==> src/core/video_sample_pkg.sv <==
package video_sample_pkg;
    // Register addresses on the plain register port.
    localparam int          ADDR_W          = 4;
    localparam logic [3:0]  ADDR_CTRL       = 4'h0;
    localparam logic [3:0]  ADDR_CLAMP      = 4'h1;
    localparam logic [3:0]  ADDR_OFFSET_R   = 4'h2;
    localparam logic [3:0]  ADDR_OFFSET_G   = 4'h3;
    localparam logic [3:0]  ADDR_OFFSET_B   = 4'h4;
    localparam logic [3:0]  ADDR_GAIN_R     = 4'h5;
    localparam logic [3:0]  ADDR_GAIN_G     = 4'h6;
    localparam logic [3:0]  ADDR_GAIN_B     = 4'h7;
    localparam logic [3:0]  ADDR_STATUS     = 4'h8;
    // Control register field positions.
    localparam int          CTRL_CLAMP_BIT  = 0;
    localparam int          CTRL_CDS_BIT    = 1;
    localparam int          CTRL_MONO_BIT   = 2;
    localparam int          CTRL_POS_LSB    = 3;
    localparam int          CTRL_SET_LSB    = 5;
    localparam int          CTRL_EXT_BIT    = 7;
    localparam int          CLAMP_RNG_BIT   = 4;
    // Reset values: double sampling on, everything else cleared.
    localparam logic [7:0]  CTRL_RESET      = 8'h02;
    localparam logic [7:0]  CLAMP_RESET     = 8'h00;
    localparam logic [7:0]  CODE_RESET      = 8'h00;
    // Colour set select encodings.
    localparam logic [1:0]  SET_RED         = 2'h0;
    localparam logic [1:0]  SET_GREEN       = 2'h1;
    localparam logic [1:0]  SET_BLUE        = 2'h2;
    localparam logic [1:0]  SET_RESERVED    = 2'h3;
    // Pixel timing in master clock cycles after the detected sync edge.
    localparam logic [2:0]  RESET_PH_BASE   = 3'h1;
    localparam logic [2:0]  VIDEO_PH        = 3'h6;
    localparam logic [2:0]  PH_MAX          = 3'h7;
    // Output word and nibble sizes.
    localparam int          WORD_W          = 16;
    localparam int          NIB_W           = 4;
    localparam logic [1:0]  LAST_NIB        = 2'h3;
endpackage

==> src/core/pair_buffer.sv <==
`timescale 1ns/10ps
module pair_buffer #(
    parameter int WIDTH = 16
) (
    input  wire logic             ref_clk_in,
    input  wire logic             srst_in,
    input  wire logic [WIDTH-1:0] in_data_in,
    input  wire logic             in_valid_in,
    output logic                  in_ready_out,
    output logic      [WIDTH-1:0] out_data_out,
    output logic                  out_valid_out,
    input  wire logic             out_ready_in
);
    typedef struct packed {
        logic [1:0][WIDTH-1:0] mem;
        logic                  wp;
        logic                  rp;
        logic [1:0]            cnt;
    } buf_s;

    buf_s st_q;
    buf_s st_d;
    logic push;
    logic pop;

    // Full and empty come straight from the count, so the source sees a true stall.
    assign in_ready_out  = (st_q.cnt != 2'h2);
    assign out_valid_out = (st_q.cnt != 2'h0);
    assign out_data_out  = st_q.mem[st_q.rp];
    assign push          = in_valid_in & in_ready_out;
    assign pop           = out_valid_out & out_ready_in;

    // Two slots used as a ring; a push and a pop in one cycle keep the count.
    always_comb begin
        st_d = st_q;
        if (push) begin
            st_d.mem[st_q.wp] = in_data_in;
            st_d.wp           = ~st_q.wp;
        end
        if (pop) begin
            st_d.rp = ~st_q.rp;
        end
        st_d.cnt = st_q.cnt + {1'b0, push} - {1'b0, pop};
    end

    // Contents, pointers and count all clear together on reset.
    always_ff @(posedge ref_clk_in) begin
        if (srst_in) begin
            st_q     <= '0;
        end else begin
            st_q     <= st_d;
        end
    end
endmodule

==> src/core/video_sample_control.sv <==
`timescale 1ns/10ps
// Behaviour
// Capture clamp request bit on the clock edge inside each pixel sync pulse.
// Captured one gives a force pulse in the next reset level; zero suppresses it.
// Force pulse comes only from clock and sync, and only while request is high.
// Input-to-reference switch is closed exactly while the force pulse is active.
// Two-bit position field sets force pulse and reset strobe timing.
// Double sampling, default on, references video to the sampled reset level.
// Without double sampling, reset strobe fires with the video strobe.
// Clamping works in both double-sampling and single-ended modes.
// Separate eight-bit offset and gain codes for red, green and blue.
// Colour select picks which codes feed offset converter and gain stage.
// Monochrome applies one fixed code pair to every pixel.
// Four-bit clamp level code drives reference pin; range bit widens it.
// External clamp level bit disables the internal clamp level converter.
// Each sixteen-bit conversion leaves on a four-bit bus.
// Colour select 00 red, 01 green, 10 blue, 11 reserved.
// Nibbles leave most significant first: d15-d12 down to d3-d0.
// A new colour selection takes effect from the next sampled pixel.
// The controller changes colour selection only between lines.
module video_sample_control
    import video_sample_pkg::*;
(
    // Clock, reset and the asynchronous pixel sync pin.
    input  wire logic                                 ref_clk_in,
    input  wire logic                                 srst_in,
    input  wire logic                                 pixel_sync_pulse_in,

    // Plain register port; read data stands one cycle after the strobe.
    input  wire logic [video_sample_pkg::ADDR_W-1:0]  reg_addr_in,
    input  wire logic [7:0]                           reg_wdata_in,
    input  wire logic                                 reg_wr_in,
    input  wire logic                                 reg_rd_in,
    output logic      [7:0]                           reg_rdata_out,

    // Conversion words from the converter, same clock domain.
    input  wire logic [video_sample_pkg::WORD_W-1:0]  conv_data_in,
    input  wire logic                                 conv_valid_in,
    output logic                                      conv_ready_out,

    // Pixel timing strobes and the input switch.
    output logic                                      reset_level_force_pulse_out,
    output logic                                      clamp_switch_close_out,
    output logic                                      reset_sample_strobe_out,
    output logic                                      video_sample_strobe_out,

    // Referencing, colour codes and clamp level converter controls.
    output logic                                      ref_from_reset_out,
    output logic      [7:0]                           colour_offset_code_out,
    output logic      [7:0]                           colour_gain_code_out,
    output logic      [3:0]                           clamp_level_code_out,
    output logic                                      clamp_level_range_out,
    output logic                                      clamp_level_converter_en_out,

    // Nibble bus towards the scanner controller.
    output logic      [video_sample_pkg::NIB_W-1:0]   nibble_output_bus_out,
    output logic                                      nibble_valid_out,
    input  wire logic                                 nibble_ready_in
);
    import video_sample_pkg::*;

    // All state except the output buffer's lives in one packed record that is registered once per clock.
    typedef struct packed {
        logic [2:0]        sync_ff;
        logic              sync_stable;
        logic [2:0]        ph;
        logic              clamp_cap;
        logic [1:0]        act_set;
        logic [7:0]        ctrl;
        logic [7:0]        clamp;
        logic [2:0][7:0]   offs;
        logic [2:0][7:0]   gain;
        logic [7:0]        rdata;
        logic              force_p;
        logic              rs_strobe;
        logic              vs_strobe;
        logic [7:0]        offs_out;
        logic [7:0]        gain_out;
        logic [WORD_W-1:0] sh;
        logic [1:0]        nib_cnt;
        logic              busy;
    } state_s;

    state_s            st_q;
    state_s            st_d;
    // Decoded control fields and the derived reset strobe phase.
    logic              sync_edge;
    logic              clamp_req;
    logic              cds_on;
    logic              mono_on;
    logic [1:0]        rs_pos;
    logic [1:0]        set_req;
    logic [2:0]        rs_ph;
    // Handshake between the output buffer and the serializer.
    logic [WORD_W-1:0] buf_data;
    logic              buf_valid;
    logic              buf_ready;
    logic              load;

    // Field views of the control register.
    assign clamp_req = st_q.ctrl[CTRL_CLAMP_BIT];
    assign cds_on    = st_q.ctrl[CTRL_CDS_BIT];
    assign mono_on   = st_q.ctrl[CTRL_MONO_BIT];
    assign rs_pos    = st_q.ctrl[CTRL_POS_LSB +: 2];
    assign set_req   = st_q.ctrl[CTRL_SET_LSB +: 2];
    assign rs_ph     = RESET_PH_BASE + {1'b0, rs_pos};

    // A sync edge counts once the second and third stages agree high.
    // The first stage feeds only the second, so metastability stays contained.
    // A sync pulse shorter than two clocks may be filtered out entirely.
    assign sync_edge = st_q.sync_ff[1] & st_q.sync_ff[2] & ~st_q.sync_stable;

    // The serializer takes a new word when idle or while its last nibble leaves.
    assign buf_ready = ~st_q.busy | (nibble_ready_in & (st_q.nib_cnt == LAST_NIB));
    assign load      = buf_valid & buf_ready;

    // Conversions wait here while the receiver stalls the nibble bus.
    pair_buffer #(
        .WIDTH (WORD_W)
    ) u_out_buf (
        .ref_clk_in    (ref_clk_in),
        .srst_in       (srst_in),
        .in_data_in    (conv_data_in),
        .in_valid_in   (conv_valid_in),
        .in_ready_out  (conv_ready_out),
        .out_data_out  (buf_data),
        .out_valid_out (buf_valid),
        .out_ready_in  (buf_ready)
    );

    // Next-state logic for sync detection, pixel timing, registers and output.
    always_comb begin
        st_d             = st_q;
        st_d.sync_ff     = {st_q.sync_ff[1:0], pixel_sync_pulse_in};
        if (st_q.sync_ff[1] == st_q.sync_ff[2]) begin
            st_d.sync_stable = st_q.sync_ff[2];
        end

        // Phase restarts at each sync edge and saturates between pixels.
        if (sync_edge) begin
            st_d.ph        = RESET_PH_BASE;
            st_d.clamp_cap = clamp_req;
            if (mono_on) begin
                st_d.act_set = SET_RED;
            end else if (set_req != SET_RESERVED) begin
                st_d.act_set = set_req;
            end
        end else if (st_q.ph != PH_MAX) begin
            st_d.ph = st_q.ph + 3'h1;
        end

        // Clamping is not gated by the referencing mode.
        st_d.force_p   = st_d.clamp_cap & clamp_req & (st_d.ph == rs_ph);
        st_d.vs_strobe = (st_d.ph == VIDEO_PH);
        st_d.rs_strobe = cds_on ? (st_d.ph == rs_ph) : st_d.vs_strobe;

        // The active set is latched per pixel so codes never mix inside one.
        st_d.offs_out  = st_q.offs[st_q.act_set];
        st_d.gain_out  = st_q.gain[st_q.act_set];

        // Register writes; an unmapped write is ignored.
        // Control holds clamp request, double sampling and monochrome in bits 0 to 2.
        // Bits 4:3 set the reset sample position, 6:5 the colour set, 7 the external level.
        // Clamp keeps the level code in bits 3:0 and the range in bit 4; the rest read zero.
        if (reg_wr_in) begin
            unique case (reg_addr_in)
                ADDR_CTRL:     st_d.ctrl    = reg_wdata_in;
                ADDR_CLAMP:    st_d.clamp   = {3'h0, reg_wdata_in[4:0]};
                ADDR_OFFSET_R: st_d.offs[0] = reg_wdata_in;
                ADDR_OFFSET_G: st_d.offs[1] = reg_wdata_in;
                ADDR_OFFSET_B: st_d.offs[2] = reg_wdata_in;
                ADDR_GAIN_R:   st_d.gain[0] = reg_wdata_in;
                ADDR_GAIN_G:   st_d.gain[1] = reg_wdata_in;
                ADDR_GAIN_B:   st_d.gain[2] = reg_wdata_in;
                default:       st_d.ctrl    = st_q.ctrl;
            endcase
        end

        // Read data stands only in the cycle after the read strobe.
        // Status packs busy, sync level, captured request and the active set.
        st_d.rdata = 8'h00;
        if (reg_rd_in) begin
            unique case (reg_addr_in)
                ADDR_CTRL:     st_d.rdata = st_q.ctrl;
                ADDR_CLAMP:    st_d.rdata = st_q.clamp;
                ADDR_OFFSET_R: st_d.rdata = st_q.offs[0];
                ADDR_OFFSET_G: st_d.rdata = st_q.offs[1];
                ADDR_OFFSET_B: st_d.rdata = st_q.offs[2];
                ADDR_GAIN_R:   st_d.rdata = st_q.gain[0];
                ADDR_GAIN_G:   st_d.rdata = st_q.gain[1];
                ADDR_GAIN_B:   st_d.rdata = st_q.gain[2];
                ADDR_STATUS:   st_d.rdata = {3'h0, st_q.busy, st_q.sync_stable,
                                             st_q.clamp_cap, st_q.act_set};
                default:       st_d.rdata = 8'h00;
            endcase
        end

        // Nibble serializer: shift out the top nibble on each accepted beat.
        // A stalled nibble simply waits; words behind it queue in the buffer.
        if (load) begin
            st_d.sh      = buf_data;
            st_d.nib_cnt = 2'h0;
            st_d.busy    = 1'b1;
        end else if (st_q.busy & nibble_ready_in) begin
            if (st_q.nib_cnt == LAST_NIB) begin
                st_d.busy = 1'b0;
            end else begin
                st_d.sh      = {st_q.sh[WORD_W-NIB_W-1:0], {NIB_W{1'b0}}};
                st_d.nib_cnt = st_q.nib_cnt + 2'h1;
            end
        end
    end

    // All state registers except the output buffer's together; reset gives double sampling and red codes.
    // The phase starts saturated, so no strobe fires before the first sync edge.
    always_ff @(posedge ref_clk_in) begin
        if (srst_in) begin
            st_q       <= '0;
            st_q.ph    <= PH_MAX;
            st_q.ctrl  <= CTRL_RESET;
            st_q.clamp <= CLAMP_RESET;
            st_q.offs  <= {3{CODE_RESET}};
            st_q.gain  <= {3{CODE_RESET}};
        end else begin
            st_q       <= st_d;
        end
    end

    // Outputs; the switch follows the force pulse with no extra delay.
    assign reset_level_force_pulse_out  = st_q.force_p;
    assign clamp_switch_close_out       = st_q.force_p;
    assign reset_sample_strobe_out      = st_q.rs_strobe;
    assign video_sample_strobe_out      = st_q.vs_strobe;
    assign ref_from_reset_out           = cds_on;
    assign colour_offset_code_out       = st_q.offs_out;
    assign colour_gain_code_out         = st_q.gain_out;
    assign clamp_level_code_out         = st_q.clamp[3:0];
    assign clamp_level_range_out        = st_q.clamp[CLAMP_RNG_BIT];
    assign clamp_level_converter_en_out = ~st_q.ctrl[CTRL_EXT_BIT];
    assign nibble_output_bus_out        = st_q.sh[WORD_W-1 -: NIB_W];
    assign nibble_valid_out             = st_q.busy;
    assign reg_rdata_out                = st_q.rdata;
endmodule

==> config.mk <==
export PLATFORM = sky130hd
export DESIGN_NAME = video_sample_control
export DESIGN_NICKNAME = d
export VERILOG_FILES = /design/src/core/video_sample_pkg.sv /design/src/core/pair_buffer.sv /design/src/core/video_sample_control.sv
export SDC_FILE = /design/constraint.sdc
export NUM_CORES = 1
export LEC_CHECK = 0
export BUFFER_PORTS_ARGS = -buffer_cell sky130_fd_sc_hd__buf_2
export CAP_MARGIN = 20
export CELL_PAD_IN_SITES_DETAIL_PLACEMENT = 0
export CELL_PAD_IN_SITES_GLOBAL_PLACEMENT = 1
export CORE_MARGIN = 8
export CORE_UTILIZATION = 45
export CTS_CLUSTER_DIAMETER = 100
export DETAILED_ROUTE_END_ITERATION = 8
export GPL_TIMING_DRIVEN = 0
export PLACE_DENSITY = 0.81
export SLEW_MARGIN = 40
export SYNTH_ARGS = -nofsm -noshare
export SYNTH_HDL_FRONTEND = slang
export SYNTH_SLANG_ARGS = --single-unit
export TNS_END_PERCENT = 1
==> constraint.sdc <==
create_clock -name ref_clk_in -period 2.3 [get_ports ref_clk_in]
set_input_delay 0.115 -clock ref_clk_in [delete_from_list [all_inputs] [get_ports ref_clk_in]]
set_output_delay 0.115 -clock ref_clk_in [all_outputs]
set_load 0.03 [all_outputs]
==> run summary <==
share of the core filled with cells = 54.72%
total routing resource utilization after global routing = 20.08%
worst setup margin = 0.3992 ns
reported leakage power = 0.003477 µW
initial cell density of the core = 45.91%
post-synth net total = 824
highest cell delay on the worst timing path = 0.63 ns
area share of the largest cell type after synthesis = 44.05%
most numerous cell in the Yosys netlist = sky130_fd_sc_hd__dfxtp_1
routed len/inst = 17.97 µm
launching element type of the critical path = primary input
clock tree from TritonCTS = done
commonest cells in the synthesized netlist = 153 x sky130_fd_sc_hd__dfxtp_1, 109 x sky130_fd_sc_hd__nand2_1, 87 x sky130_fd_sc_hd__nor2_1
minimum clock period = 1.901 ns
horizontal die dimension = 140.3 µm
overall die area = 0.01968 mm²
postcts setup bufs = 0
wire length of the first global-routing pass = 30.95 mm
final worst clock skew = 0.009186 ns
CP cell instances = dlygate4sd3_1, buf_2, buf_2, clkbuf_1, clkbuf_1, nor2_1
overflow left after global routing = 0
number of max-capacitance violations reported = 0
Port Buf Inserts = 69
arrival time at the worst endpoint = 2.17 ns
length of the first detailed-routing pass in iterations = 6
FF+latch count, synth = 153
count of cells resized by post-cts repair = 0
required time reported for the critical path endpoint = 2.57 ns
number of enable flip-flop cells after synthesis = 0
layout net count = 930
Hold Crit Start = reg_wdata_in[7]
pwr dens = 763.6 mW/mm²
detailed router's first-iteration violation count = 532
Synth async-reset ratio = 0%
final slew viol count = 0
CTS Buffer Depth = 2
Worst Setup End Kind = flop
Worst Path Class, Setup = primary input to flop
number of hold-slack violations in the final timing report = 0
Slowest-stage cell, CP = sky130_fd_sc_hd__clkbuf_1
RSZ-0062 raised after global routing = false
area of the core = 0.01515 mm²
transition time of the tightest slew-check pin = 0.7539 ns
post-synthesis cell type with the largest combined area = sky130_fd_sc_hd__dfxtp_1
Post-Syn Area per Cell = 8.869 µm²
Ant. Diodes = 0
proportion of synthesized chip area in sequential cells = 44.05%
final setup violating endpoints = 0
Inserted Clock Buffers = 17
status = finished, final reports clean
Synth warnings = 0
y dimension of the die = 140.3 µm
Post-Syn Instances = 784
number of hold-repair buffers added at the cts stage = 18
unique cell type count in the Yosys netlist = 59
setup_tns = 0 ns
insertion delay of the later-clocked pin in the worst-skew pair = 0.43 ns
number of global-route vias before repair = 5795
placement row count = 45
antenna viol nets, final = 0
total wire length after detailed routing = 19.60 mm
sink count of the clock tree = 153
maximum number of pins on one net before global-route repair = 17
startpoint of the lowest-slack register-to-register path = st_q[111]
most area-consuming cells after synthesis = sky130_fd_sc_hd__dfxtp_1 44%, sky130_fd_sc_hd__mux2i_1 12%, sky130_fd_sc_hd__nand2_1 5.9%
standard cell area after detailed placement = 0.007533 mm²
gp weighted congestion = 0.8903
Worst VDD drop = 530.2 µV
estimated wirelength of the detail-placed design = 14.32 mm
layout cell share with drive strength beyond 1 = 20.82%
num ports = 76
antenna violations before repair = 2
post-synthesis instance area = 0.006953 mm²
top achievable clock speed = 0.5261 GHz
total number of H-tree levels = 4
synthesis-to-layout area growth = 19.20%
drc violations = 0
finished layout cell area = 0.008288 mm²
fraction of the cycle the final worst path needs = 82.64%
relative max-transition margin = 49.74%
worst-case hold slack = 0.02874 ns
Tightest Hold Check Type = primary input to flop
largest fanout on the critical path = 10
launch point of the worst path = srst_in
buffer type at the clock tree root = sky130_fd_sc_hd__clkbuf_16
most used flip-flop cell after synthesis = sky130_fd_sc_hd__dfxtp_1
post-detailed-route via-to-cell ratio = 5.475
pre-CTS WS = 0.4546 ns
via count = 5973
clock-pin slew on the worst setup and hold paths = 0.06 ns
[sequential cells by signal, indices dropped and copies added, names as in the netlist, 2 cells and up]
name / flops
st_q: 71
u_out_buf.st_q: 36
colour_gain_code_out: 8
colour_offset_code_out: 8
reg_rdata_out: 8
clamp_level_code_out: 4
nibble_output_bus_out: 4
rs_pos: 2
set_req: 2
st_d: 2
[kinds of logic (layout without fill, tap and decap cells)]
| kind of cell | Yosys count | count (layout) | share of synthesized area (%) |
|---|---|---|---|
| compound gates | 144 | 144 | 13.19 |
| xor+xnor | 6 | 6 | 0.7558 |
| fa+ha+maj | 5 | 5 | 0.8998 |
| buf+inv | 96 | 215 | 7.936 |
| flops | 153 | 153 | 44.05 |
| mux | 93 | 93 | 13.86 |
| simple gates | 287 | 287 | 19.31 |
[power by group]
part	internal, µW	total, µW	leakage (µW)	switching, µW
logic	321	817	0.00198	497
clock network	1550	2690	0.000256	1150
registers	2760	2820	0.00124	64.4
total	4620	6330	0.00348	1710
[routing by layer]
layer | vias up | wire [µm] | track usage, %
li1 | 2899 | - | -
met1 | 2815 | 8291 | 23.59
met2 | 216 | 9473 | 33.73
met3 | 39 | 1422 | 6.422
met4 | 4 | 389 | 7.143
met5 | - | 22 | 0
[placed cells by master, fill, tap and decap left out, types with 4 or more instances in the layout]
master                          Yosys  layout
sky130_fd_sc_hd__nand2_1          109     109
sky130_fd_sc_hd__ha_1               5       5
sky130_fd_sc_hd__buf_4             40      40
sky130_fd_sc_hd__nor2b_1           23      23
sky130_fd_sc_hd__buf_2             19      88
sky130_fd_sc_hd__nand3_1           24      24
sky130_fd_sc_hd__mux2i_1           85      85
sky130_fd_sc_hd__dfxtp_1          153     153
sky130_fd_sc_hd__a21oi_1           74      74
sky130_fd_sc_hd__mux2_2             6       6
sky130_fd_sc_hd__dlygate4sd3_1      0      18
sky130_fd_sc_hd__clkbuf_16          0      17
sky130_fd_sc_hd__a211oi_1          26      26
sky130_fd_sc_hd__xor2_1             4       4
sky130_fd_sc_hd__o22a_1             9       9
sky130_fd_sc_hd__nand2b_1           4       4
sky130_fd_sc_hd__nor2_1            87      87
sky130_fd_sc_hd__nor3_1             9       9
sky130_fd_sc_hd__o32ai_1            4       4
sky130_fd_sc_hd__clkbuf_1          25      25
sky130_fd_sc_hd__clkinvlp_4         0       8
sky130_fd_sc_hd__a221oi_1           4       4
sky130_fd_sc_hd__inv_1              6       6
sky130_fd_sc_hd__o21ai_0            6       6
[through the flow]
stage	cells	power, µW
2_1_floorplan	784	3437
3_3_place_gp	1041	3639
3_5_place_dp	1041	3669
4_1_cts	1091	6359
5_1_grt	1091	6582
6_report	1091	6329
[final cells by class]
type | count | area [µm²]
Clock buffer | 19 | 452.9
Timing Repair Buffer | 87 | 525.5
Inverter | 6 | 22.52
Clock inverter | 13 | 121.4
Multi-Input combinational cell | 535 | 3338
Tap cell | 188 | 235.2
Sequential cell | 153 | 3063
Fill cell | 1430 | 6858
Buffer | 90 | 529.3
[critical path: cells and delay by family]
family	cells	cell delay, ns
buffers and inverters	5	1.89
and+or+nand+nor	1	0.16
[final timing paths]
path	to	slack (ns)	cells after the start
setup / recovery	colour_gain_code_out[2]	0.40	6
hold / removal	st_q[69]	0.03	3
setup reg to reg	colour_gain_code_out[4]	0.41	5
hold reg to reg	st_d[119]	0.44	1
Power figures use the tool's default switching activity.
